**config.mk**
```make
export PLATFORM = sky130hd
export DESIGN_NAME = scsi_status_unit
export DESIGN_NICKNAME = d
export VERILOG_FILES = /design/src/logic/scsi_status_pkg.sv /design/src/logic/sense_slot.sv /design/src/logic/scsi_status_unit.sv
export VERILOG_INCLUDE_DIRS = /design/src /design/src/logic
export SDC_FILE = /design/constraint.sdc
export NUM_CORES = 1
export LEC_CHECK = 0
export BUFFER_PORTS_ARGS = -buffer_cell sky130_fd_sc_hd__buf_4
export CAP_MARGIN = 20
export CORE_ASPECT_RATIO = 1.5
export CORE_MARGIN = 2
export CORE_UTILIZATION = 32
export CTS_BUF_LIST = sky130_fd_sc_hd__clkbuf_8
export CTS_CLUSTER_SIZE = 40
export DETAILED_ROUTE_END_ITERATION = 16
export GPL_TIMING_DRIVEN = 0
export PLACE_DENSITY_LB_ADDON = 0.25
export SLEW_MARGIN = 40
export SYNTH_ARGS = -nofsm -noshare
export SYNTH_HDL_FRONTEND = slang
export SYNTH_HIERARCHICAL = 1
export SYNTH_SLANG_ARGS = --single-unit
```
**constraint.sdc**
```tcl
create_clock -name clk_i -period 2.7 [get_ports clk_i]
set_clock_uncertainty 0.15 [all_clocks]
set_input_delay 0.54 -clock clk_i [delete_from_list [all_inputs] [get_ports clk_i]]
set_output_delay 0.54 -clock clk_i [all_outputs]
set_load 0.05 [all_outputs]
```
**src/logic/scsi_status_defines.svh**
```systemverilog
// constants for the target status and exception logic
`ifndef SCSI_STATUS_DEFINES_SVH
`define SCSI_STATUS_DEFINES_SVH

// ----------------------------------------------------------------------------
// status byte codes, reserved bits already zero
// ----------------------------------------------------------------------------
`define ST_GOOD          8'h00
`define ST_CHECK         8'h02
`define ST_COND_MET      8'h04
`define ST_BUSY          8'h08
`define ST_INTERMEDIATE  8'h10
`define ST_RESV_CONFLICT 8'h18
`define ST_QUEUE_FULL    8'h28
`define ST_RSVD_MASK     8'hC1

// ----------------------------------------------------------------------------
// sense keys and additional sense codes
// ----------------------------------------------------------------------------
`define SK_NO_SENSE      4'h0
`define SK_ILLEGAL_REQ   4'h5
`define SK_EQUAL         4'hC
`define ASC_NONE         8'h00
`define ASC_INVALID_FLD  8'h24
`define ASC_INVALID_LUN  8'h25

// ----------------------------------------------------------------------------
// inquiry peripheral qualifier
// ----------------------------------------------------------------------------
`define QUAL_CONNECTED   3'h0
`define QUAL_NOT_CONN    3'h1
`define QUAL_NOT_SUPP    3'h3

`define ID_W             3
`define INFO_W           32

`endif

```
**src/logic/scsi_status_pkg.sv**
```systemverilog
// types shared by the target status and exception logic
package scsi_status_pkg;

	typedef enum logic [2:0] {
		CMD_INQUIRY,
		CMD_REQ_SENSE,
		CMD_SEARCH,
		CMD_PREFETCH,
		CMD_OTHER
	} cmd_kind_e;

	typedef struct packed {
		logic [2:0] initiator;
		logic [2:0] lun;
		cmd_kind_e  kind;
		logic       param_bad;
		logic       param_roundable;
	} cmd_s;

	typedef struct packed {
		logic        err;
		logic [3:0]  sense_key;
		logic [7:0]  asc;
		logic        search_met;
		logic [31:0] match_lba;
		logic        prefetch_fit;
	} exec_s;

	typedef struct packed {
		logic [3:0]  key;
		logic [7:0]  asc;
		logic [31:0] info;
	} sense_s;

endpackage

```
**src/logic/sense_slot.sv**
```systemverilog
// one held sense record for one initiator
`timescale 1ns/1ps

module sense_slot (
	input  wire logic                    clk_i,
	input  wire logic                    reset_n_i,
	input  wire logic                    load_i,
	input  scsi_status_pkg::sense_s      data_i,
	input  wire logic                    clear_i,
	output logic                         valid_o,
	output scsi_status_pkg::sense_s      data_o
);

	logic                    valid_q;
	logic                    valid_d;
	scsi_status_pkg::sense_s data_q;
	scsi_status_pkg::sense_s data_d;

	// a load in the same cycle as a clear wins, so fresh sense is never lost
	always_comb begin
		valid_d = valid_q;
		data_d  = data_q;
		if (load_i) begin
			valid_d = 1'b1;
			data_d  = data_i;
		end else if (clear_i) begin
			valid_d = 1'b0;
		end
	end

	always_ff @(posedge clk_i or negedge reset_n_i) begin
		if (!reset_n_i) begin
			valid_q <= 1'b0;
			data_q  <= '0;
		end else begin
			valid_q <= valid_d;
			data_q  <= data_d;
		end
	end

	assign valid_o = valid_q;
	assign data_o  = data_q;

endmodule

```
**src/logic/scsi_status_unit.sv**
```systemverilog
// command completion: status byte choice, sense keeping, invalid lun handling
`timescale 1ns/1ps
`include "scsi_status_defines.svh"

module scsi_status_unit #(
	parameter int NUM_INIT = 8,
	parameter int NUM_LUN  = 8
) (
	input  wire logic                 clk_i,
	input  wire logic                 reset_n_i,
	input  wire logic                 cmd_valid_i,
	output logic                      cmd_ready_o,
	input  scsi_status_pkg::cmd_s     cmd_i,
	input  wire logic [NUM_LUN-1:0]   lun_supported_i,
	input  wire logic [NUM_LUN-1:0]   lun_attached_i,
	input  wire logic [NUM_LUN-1:0]   lun_operational_i,
	input  wire logic [NUM_LUN-1:0]   lun_known_i,
	input  wire logic                 target_busy_i,
	input  wire logic                 resv_conflict_i,
	output logic                      exec_req_o,
	output logic                      medium_write_ok_o,
	input  wire logic                 exec_done_i,
	input  scsi_status_pkg::exec_s    exec_result_i,
	output logic                      status_valid_o,
	output logic [7:0]                status_o,
	input  wire logic                 status_ack_i,
	output scsi_status_pkg::sense_s   sense_o,
	output logic [2:0]                inq_qualifier_o,
	output logic                      param_rounded_o
);

	typedef enum logic [1:0] {
		ST_IDLE,
		ST_EXEC,
		ST_STATUS
	} state_e;

	// ------------------------------------------------------------------------
	// state
	// ------------------------------------------------------------------------
	state_e                  state_q;
	state_e                  state_d;
	scsi_status_pkg::cmd_s   cmd_q;
	scsi_status_pkg::cmd_s   cmd_d;
	logic [7:0]              status_q;
	logic [7:0]              status_d;
	scsi_status_pkg::sense_s sense_q;
	scsi_status_pkg::sense_s sense_d;
	logic [2:0]              qual_q;
	logic [2:0]              qual_d;
	logic                    round_q;
	logic                    round_d;

	logic [NUM_INIT-1:0]     slot_load;
	logic [NUM_INIT-1:0]     slot_clear;
	logic [NUM_INIT-1:0]     slot_valid;
	scsi_status_pkg::sense_s slot_wdata;
	scsi_status_pkg::sense_s slot_rdata [NUM_INIT];

	logic                    accept;
	logic                    lun_ok;
	logic                    lun_vague;

	assign accept    = cmd_valid_i && (state_q == ST_IDLE);
	assign lun_ok    = lun_supported_i[cmd_i.lun] && lun_attached_i[cmd_i.lun];
	assign lun_vague = !lun_operational_i[cmd_i.lun] || !lun_known_i[cmd_i.lun];

	// ------------------------------------------------------------------------
	// per-initiator sense storage
	// ------------------------------------------------------------------------
	for (genvar g = 0; g < NUM_INIT; g++) begin : g_slot
		sense_slot u_slot (
			.clk_i     (clk_i),
			.reset_n_i (reset_n_i),
			.load_i    (slot_load[g]),
			.data_i    (slot_wdata),
			.clear_i   (slot_clear[g]),
			.valid_o   (slot_valid[g]),
			.data_o    (slot_rdata[g])
		);
	end

	// ------------------------------------------------------------------------
	// decision logic
	// ------------------------------------------------------------------------
	always_comb begin
		state_d    = state_q;
		cmd_d      = cmd_q;
		status_d   = status_q;
		sense_d    = sense_q;
		qual_d     = qual_q;
		round_d    = round_q;
		slot_load  = '0;
		slot_clear = '0;
		slot_wdata = '0;
		unique case (state_q)
			ST_IDLE: begin
				if (accept) begin
					cmd_d   = cmd_i;
					qual_d  = `QUAL_CONNECTED;
					round_d = 1'b0;
					state_d = ST_STATUS;
					status_d = `ST_GOOD;
					if (cmd_i.kind != scsi_status_pkg::CMD_REQ_SENSE) begin
						slot_clear[cmd_i.initiator] = 1'b1;
					end
					if (cmd_i.kind == scsi_status_pkg::CMD_INQUIRY) begin
						if (!lun_supported_i[cmd_i.lun]) begin
							qual_d = `QUAL_NOT_SUPP;
						end else if (!lun_attached_i[cmd_i.lun] || lun_vague) begin
							qual_d = `QUAL_NOT_CONN;
						end
					end else if (cmd_i.kind == scsi_status_pkg::CMD_REQ_SENSE) begin
						if (!lun_ok) begin
							sense_d = '{`SK_ILLEGAL_REQ, `ASC_INVALID_LUN, '0};
						end else if (slot_valid[cmd_i.initiator]) begin
							sense_d = slot_rdata[cmd_i.initiator];
						end else begin
							// not-ready lun of unknown state falls here too
							sense_d = '{`SK_NO_SENSE, `ASC_NONE, '0};
						end
					end else if (!lun_ok) begin
						status_d   = `ST_CHECK;
						slot_wdata = '{`SK_ILLEGAL_REQ, `ASC_INVALID_LUN, '0};
						slot_load[cmd_i.initiator] = 1'b1;
					end else if (resv_conflict_i) begin
						status_d = `ST_RESV_CONFLICT;
					end else if (target_busy_i) begin
						// conflict is checked first: busy only for an acceptable initiator
						status_d = `ST_BUSY;
					end else if (cmd_i.param_bad && !cmd_i.param_roundable) begin
						// decided before execution starts, so the medium stays untouched
						status_d   = `ST_CHECK;
						slot_wdata = '{`SK_ILLEGAL_REQ, `ASC_INVALID_FLD, '0};
						slot_load[cmd_i.initiator] = 1'b1;
					end else begin
						round_d = cmd_i.param_bad;
						state_d = ST_EXEC;
					end
				end
			end
			ST_EXEC: begin
				if (exec_done_i) begin
					state_d = ST_STATUS;
					if (exec_result_i.err) begin
						status_d   = `ST_CHECK;
						slot_wdata = '{exec_result_i.sense_key, exec_result_i.asc, '0};
						slot_load[cmd_q.initiator] = 1'b1;
					end else if (cmd_q.kind == scsi_status_pkg::CMD_SEARCH
							&& exec_result_i.search_met) begin
						status_d   = `ST_COND_MET;
						slot_wdata = '{`SK_EQUAL, `ASC_NONE, exec_result_i.match_lba};
						slot_load[cmd_q.initiator] = 1'b1;
					end else if (cmd_q.kind == scsi_status_pkg::CMD_PREFETCH
							&& exec_result_i.prefetch_fit) begin
						status_d = `ST_COND_MET;
					end else begin
						status_d = `ST_GOOD;
					end
				end
			end
			ST_STATUS: begin
				if (status_ack_i) begin
					state_d = ST_IDLE;
					if (cmd_q.kind == scsi_status_pkg::CMD_REQ_SENSE) begin
						slot_clear[cmd_q.initiator] = 1'b1;
					end
				end
			end
		endcase
	end

	always_ff @(posedge clk_i or negedge reset_n_i) begin
		if (!reset_n_i) begin
			state_q  <= ST_IDLE;
			cmd_q    <= '0;
			status_q <= `ST_GOOD;
			sense_q  <= '0;
			qual_q   <= `QUAL_CONNECTED;
			round_q  <= 1'b0;
		end else begin
			state_q  <= state_d;
			cmd_q    <= cmd_d;
			status_q <= status_d;
			sense_q  <= sense_d;
			qual_q   <= qual_d;
			round_q  <= round_d;
		end
	end

	// ------------------------------------------------------------------------
	// outputs
	// ------------------------------------------------------------------------
	assign cmd_ready_o       = (state_q == ST_IDLE);
	assign exec_req_o        = (state_q == ST_EXEC);
	assign medium_write_ok_o = (state_q == ST_EXEC);
	// a single byte held until acknowledged, then dropped
	assign status_valid_o    = (state_q == ST_STATUS);
	assign status_o          = status_q;
	assign sense_o           = sense_q;
	assign inq_qualifier_o   = qual_q;
	assign param_rounded_o   = round_q;

	logic acc_other;
	assign acc_other = accept && lun_ok && cmd_i.kind != scsi_status_pkg::CMD_INQUIRY
		&& cmd_i.kind != scsi_status_pkg::CMD_REQ_SENSE;
endmodule

```
==> impl_metrics.py, run 1 <==
metrics = {
    "run_status": {
        "outcome": "complete, no violations",
    },
    "finish": {
        "utilization_pct": 38.3,
        "design_area_um2": 25000,
        "layout-drive-gt1-share_pct": 47.0,
        "area_growth_syn_to_layout_pct": 19.0,
        "nNetsFinal": 1758,
    },
    "worst_setup_path": {
        "startpoint_type": "input port",
        "worst_ep_required_time_ps": 3060,
        "end_kind": "flop",
        "critPathMostFrequentCell": "buf_2",
        "cp.buffers_inverters": 7,
        "cp_data_arrival_time_ps": 3030,
        "crit_type": "in -> reg",
        "critPathMaxFanout": 10,
        "path_cells": "buf_4, buf_2, buf_2, buf_2, clkbuf_4, nand3b_1, o22ai_2, buf_6, buf_12, mux2_4",
        "cp_slowest_cell": "buf_2",
        "regToRegSetupSlack_ps": 80,
        "cp_top_family": "buffers and inverters",
        "slowest_delay_ps": 430,
    },
    "synth": {
        "synth_edf_count": 0,
        "syn_inst": 1423,
        "yosysTopAreaCellShare_pct": 50.0,
        "yosysSeqAreaShare_pct": 50.0,
        "post_synth.cell_area_avg_um2": 14.7,
        "yosys_most_used_dff": "dfrtp_1",
        "synth_cell_types": 54,
        "yosysWarnings": 6,
        "async_flop_share_pct": 100,
        "yosys.area.top_type": "dfrtp_1",
        "synthesis.area_um2": 21000,
        "synth-seq-cells": 419,
        "synthTopCellsByArea": "dfrtp_1 (50%), mux2_4 (22%), mux4_2 (5.2%), mux2_2 (3.2%), buf_12 (3.1%)",
    },
    "grt": {
        "grt_pass1_vias": 14322,
        "gr-total-overflow": 0,
        "grt_pass1_wl_um": 98200,
        "antenna_found_initial": 1,
        "grt_max_degree": 62,
        "grt_usage_pct": 19.7,
    },
    "drt": {
        "vias_per_cell": 5.01,
        "vias": 12921,
        "wire_per_inst_um": 25.2,
        "drcViolationCount": 0,
        "final_antenna_net_count": 0,
        "wl_um": 65100,
        "drtIter0Drc": 725,
        "dr.pass1.iters": 5,
    },
    "place": {
        "port_buffers": 148,
        "hpwl_um": 43800,
        "placed_area_um2": 23500,
        "gp_routability_congestion": 0.804,
        "pre_cts_ws_ps": -1010,
    },
    "clocking": {
        "cts-root-buf": "clkbuf_8",
        "clock_sinks": 419,
        "clock_latency_ps": 650,
        "htreeDepth": 3,
        "numCtsBuffers": 66,
        "clockBufferDepth": 3,
        "path_clk_slew_ps": 60,
        "cts_tree": "done",
    },
    "timing": {
        "max_freq_mhz": 374,
        "worst_pin_slew_ps": 876,
        "hold_viol": 0,
        "setup_viol": 0,
        "maxSlewHeadroom_pct": 41.4,
        "setup-tns-final_ps": 0,
        "slew_violations": 0,
        "layout_min_cycle_time_ps": 2670,
        "final.setup.worst_slack_ps": 26.9,
        "period_share_pct": 99.0,
        "whs_ps": 70.4,
    },
    "floorplan": {
        "rows": 115,
        "pin_count": 157,
        "coreArea_um2": 65200,
        "die_x_um": 213,
        "dieHeight_um": 318,
        "die_area_um2": 67600,
        "initial_core_util_pct": 32.2,
    },
    "min_path": {
        "hold_class": "in -> reg",
    },
    "pwr": {
        "p_comb_share_pct": 16.9,
        "power_frac_clock_pct": 36.2,
        "p_switching_mw": 4.36,
        "sw_frac_of_total_pct": 29.6,
        "ir_drop_mv": 0.295,
        "leakagePower_nw": 11.6,
        "power.internal_mw": 10.4,
        "p_seq_share_pct": 46.9,
        "p_per_area_nw_per_um2": 590,
    },
    "run": {
        "drv_cap": 0,
    },
}
## Yosys cell counts, drive strengths merged (3+ instances only)
library cell	n
a211oi	3
a21o	9
a21oi	24
a221o	3
a221oi	13
a22o	9
a22oi	32
and2	44
and3	5
buf	75
clkbuf	29
dfrtp	419
ha	3
inv	18
mux2	371
mux2i	51
mux4	49
nand2	90
nand2b	9
nand3	5
nor2	35
nor2b	10
o211ai	6
o21ai	60
o22ai	20
o2bb2ai	4
o32ai	3
or2	6
## final timing paths
| kind | from | end | cells past startpoint |
|---|---|---|---|
| worst max-delay path | cmd_i[10] | g_slot[1].u_slot/data_o[3] | 10 |
| worst min-delay path | cmd_i[2] | cmd_q[2] | 2 |
| worst max register to register | state_q[1] | g_slot[2].u_slot/data_o[1] | 9 |
| worst min register to register | g_slot[1].u_slot/valid_o | g_slot[1].u_slot/valid_o | 1 |
| max in group asynchronous | reset_n_i | g_slot[1].u_slot/data_o[16] | 6 |
| min in group asynchronous | reset_n_i | g_slot[2].u_slot/data_o[36] | 2 |
## state kept, by name (all words and copies together) (netlist names)
name	flops
g_slot.u_slot/data_o	352
sense_o	44
g_slot.u_slot/valid_o	8
cmd_q	6
status_o	4
inq_qualifier_o	2
state_q	2
param_rounded_o	1
## routing by layer
metal / track usage (%) / vias up / part of all wire (%)
li1: - / 5630 / -
met1: 24.9 / 6898 / 42
met2: 33.7 / 284 / 51
met3: 2.95 / 109 / 3.5
met4: 7.44 / 0 / 3.4
met5: 0 / - / 0
## final cells by class
cell class	count	area, µm²
diodes	1	2.50
plain buffers	103	1150
clock buffers	79	1090
clock inverters	33	165
fillers	6181	40200
inverters	18	67.6
multi-input cells	886	9490
flip-flops and latches	419	10500
well taps	877	1100
repair buffers	164	1410
## stage by stage
stage               std cells  power (mW)
CTS                      2576        14.9
global route             2580        15.4
global placement         2452        9.38
detailed placement       2461        9.48
floorplan                1427        8.54
finish                   2580        14.7
## cell families after synthesis
group                      Yosys count  share of synthesized area (%)
muxes                              471                           33.2
DFF                                419                           50.0
other                                1                         0.0179
adders and majority gates            3                          0.179
and+or+nand+nor                    211                           4.84
buffers and inverters              122                           5.41
AOI/OAI and AO/OA                  196                           6.35
## cell usage in the layout, fill, tap and decap left out, types with 41 or more instances in the layout
cell        n
mux2_4    312
o21ai_0    48
mux2i_1    51
mux4_2     48
nand2_1    90
clkbuf_8   80
buf_4     161
dfrtp_1   419
mux2_2     59
and2_1     41
## repair_timing
| action | CTS | global route |
|---|---|---|
| gates resized for setup | 15 | 8 |
| pin swaps | 0 | 0 |
| endpoints found under the setup margin | 301 | 307 |
| hold endpoints to repair | 46 | 0 |
| setup buffers | 0 | 3 |
| hold buffers | 4 | 0 |
## power by group through the flow
stage	combinational (mW)	sequential, mW	clock [mW]
finish	2.49	6.91	5.33
global route	2.66	6.95	5.77
CTS	2.50	6.90	5.50
detailed placement	2.47	7.01	0
global placement	2.39	7.00	0
floorplan	1.34	7.20	0
Power figures use the tool's default switching activity.
==> inputs of run 2 (changes only) <==
--- a/config.mk
+++ b/config.mk
@@ -6,12 +6,12 @@
 export SDC_FILE = /design/constraint.sdc
 export NUM_CORES = 1
 export LEC_CHECK = 0
+export ABC_CLOCK_PERIOD_IN_PS = 2700
 export BUFFER_PORTS_ARGS = -buffer_cell sky130_fd_sc_hd__buf_4
 export CAP_MARGIN = 20
 export CORE_ASPECT_RATIO = 1.5
 export CORE_MARGIN = 2
 export CORE_UTILIZATION = 32
-export CTS_BUF_LIST = sky130_fd_sc_hd__clkbuf_8
 export CTS_CLUSTER_SIZE = 40
 export DETAILED_ROUTE_END_ITERATION = 16
 export GPL_TIMING_DRIVEN = 0
==> run 2 against run 1 <==
Clock power grew 14%. Non-clock buffer count is 1 lower. Total power rose by 4.9%. Highest routed layer unchanged.
==> impl_metrics.py, run 2 (synthesis results as in run 1) <==
metrics = {
    "run_status": {
        "outcome": "complete, no violations",
    },
    "worst_setup_path": {
        "r2r_start": "state_q[1]",
        "crit_start": "cmd_i[9]",
        "cp_top_family": "buffers and inverters",
        "critPathMaxFanout": 10,
        "cp_slowest_cell": "o32ai_2",
        "worst_ep_required_time_ps": 2990,
        "path_cells": "buf_6, buf_2, buf_4, buf_4, nand2_1, o32ai_2, buf_6, buf_12, mux2_4",
        "slowest_delay_ps": 360,
        "startpoint_type": "input port",
        "cp_data_arrival_time_ps": 2930,
        "crit_type": "in -> reg",
        "end_kind": "flop",
        "cp.buffers_inverters": 6,
    },
    "clocking": {
        "path_clk_slew_ps": 60,
        "clockBufferDepth": 3,
        "clock_latency_ps": 560,
        "clock_sinks": 419,
        "numCtsBuffers": 41,
        "cts_tree": "done",
        "htreeDepth": 2,
        "cts-root-buf": "clkbuf_16",
    },
    "finish": {
        "num-fill-cells": 6142,
        "largest_reg_flops": 352,
        "area_growth_syn_to_layout_pct": 19.7,
        "final_common_cell": "dfrtp_1",
        "mostFrequentLayoutCells": "dfrtp_1 (419), mux2_4 (312), buf_4 (166)",
        "layout-drive-gt1-share_pct": 46.6,
        "nNetsFinal": 1732,
        "design_area_um2": 25100,
        "finalNonFillerCells": 2542,
        "multi_input_area_um2": 9500,
        "num_antenna_cells": 0,
        "final-seq-area_um2": 10500,
    },
    "pwr": {
        "leakagePower_nw": 11.6,
        "p_per_area_nw_per_um2": 615,
        "p_comb_share_pct": 16.1,
        "p_seq_share_pct": 44.7,
        "total_power_mw": 15.4,
        "sw_frac_of_total_pct": 27.5,
        "p_switching_mw": 4.25,
        "power_frac_clock_pct": 39.2,
        "power.internal_mw": 11.2,
        "ir_drop_mv": 0.401,
    },
    "drt": {
        "dr.pass1.iters": 5,
        "vias": 12789,
        "final_antenna_net_count": 0,
        "vias_per_cell": 5.03,
        "wire_per_inst_um": 25.4,
        "drtIter0Drc": 770,
        "drcViolationCount": 0,
        "wl_um": 64500,
    },
    "timing": {
        "hold_viol": 0,
        "max_freq_mhz": 378,
        "maxSlewHeadroom_pct": 43.9,
        "period_share_pct": 98.0,
        "layout_min_cycle_time_ps": 2650,
        "whs_ps": 72.0,
        "setup_viol": 0,
        "worst_pin_slew_ps": 841,
        "slew_violations": 0,
    },
    "place": {
        "dp_cells": 2461,
        "gp_routability_congestion": 0.804,
        "hpwl_um": 43800,
        "placed_area_um2": 23500,
        "port_buffers": 148,
    },
    "floorplan": {
        "dieHeight_um": 318,
        "die_area_um2": 67600,
        "die_x_um": 213,
        "pin_count": 157,
        "initial_core_util_pct": 32.2,
        "rows": 115,
        "coreArea_um2": 65200,
    },
    "grt": {
        "antenna_found_initial": 2,
        "grt_usage_pct": 19.4,
        "grt_max_degree": 62,
        "grt_pass1_vias": 14068,
        "grt_pass1_wl_um": 96800,
        "gr-total-overflow": 0,
    },
    "run": {
        "drv_cap": 0,
    },
    "min_path": {
        "hp-start": "resv_conflict_i",
        "hold_class": "in -> reg",
    },
}
==> run 2: cell count changes in the layout (fill, tap and decap cells not counted), moves of 2 or more <==
| cell | previous run | this run |
|---|---|---|
| clkbuf_8 | 80 | 15 |
| inv_1 | 35 | 18 |
| inv_6 | 3 | 1 |
| dlygate4sd3_1 | 4 | 1 |
| clkinvlp_4 | 4 | 1 |
| clkinv_2 | 9 | 6 |
| clkbuf_16 | 0 | 43 |
| clkbuf_1 | 10 | 19 |
| buf_4 | 161 | 166 |
| bufinv_16 | 0 | 2 |
| buf_2 | 18 | 16 |
==> run 2: final cells by class <==
cell class              count  share of cell area [%]
flip-flops and latches    419                    41.8
multi-input cells         886                    37.8
repair buffers            163                    5.54
clock buffers              66                    5.19
plain buffers             103                    4.60
well taps                 877                    4.37
clock inverters            10                   0.424
inverters                  18                   0.269
==> run 2: worst register-to-register path, cell delays in order, from the launching register on <==
cell	delay (ps)
dfrtp_1	400
inv_1	130
ha_4	200
nand2_1	120
o21bai_1	230
nand2b_1	270
o22ai_2	200
buf_6	240
buf_12	210
mux2_4	330
==> run 2: path summary, 6_finish.rpt <==
check | end | slack (ps) | depth (start not counted)
setup reg to reg | g_slot[1].u_slot/data_o[4] | 110 | 9
hold reg to reg | g_slot[1].u_slot/valid_o | 330 | 1
max in group asynchronous | g_slot[1].u_slot/data_o[16] | 420 | 6
setup / recovery | g_slot[3].u_slot/data_o[1] | 50 | 9
min in group asynchronous | sense_o[30] | 320 | 2
hold / removal | status_o[4] | 70 | 2
==> run 2: timing repair <==
action	CTS	global route
resized for setup	20	8
endpoints found under the setup margin	318	335
hold endpoints to repair	40	0
cloned	0	0
setup buffers	0	5
hold buffers	1	0
==> run 2: power by group through the flow <==
| stage | clock (mW) | combinational, mW | sequential [mW] |
|---|---|---|---|
| after floorplan | 0 | 1.34 | 7.20 |
| after global placement | 0 | 2.39 | 7.00 |
| after detailed placement | 0 | 2.47 | 7.01 |
| after CTS | 6.21 | 2.50 | 6.90 |
| after global routing | 6.45 | 2.66 | 6.95 |
| final | 6.05 | 2.49 | 6.91 |
==> run 2: routing by layer <==
layer  vias up  global-route usage, %  wire [µm]
li1       5576                      -          -
met1      6781                   24.7      26600
met2       317                   32.7      32500
met3       115                   2.92       2610
met4         0                   7.99       2800
met5         -                      0          0
==> run 2: metrics by stage <==
step	setup slack [ps]	TNS (ps)	util, %
2_1_floorplan	-19.0	-5010	-
3_3_place_gp	-3320	-1888560	35.7
3_5_place_dp	-1010	-217240	36.1
4_1_cts	4.73	0	38.4
5_1_grt	-7.60	-72.7	38.5
6_report	53.3	0	38.5
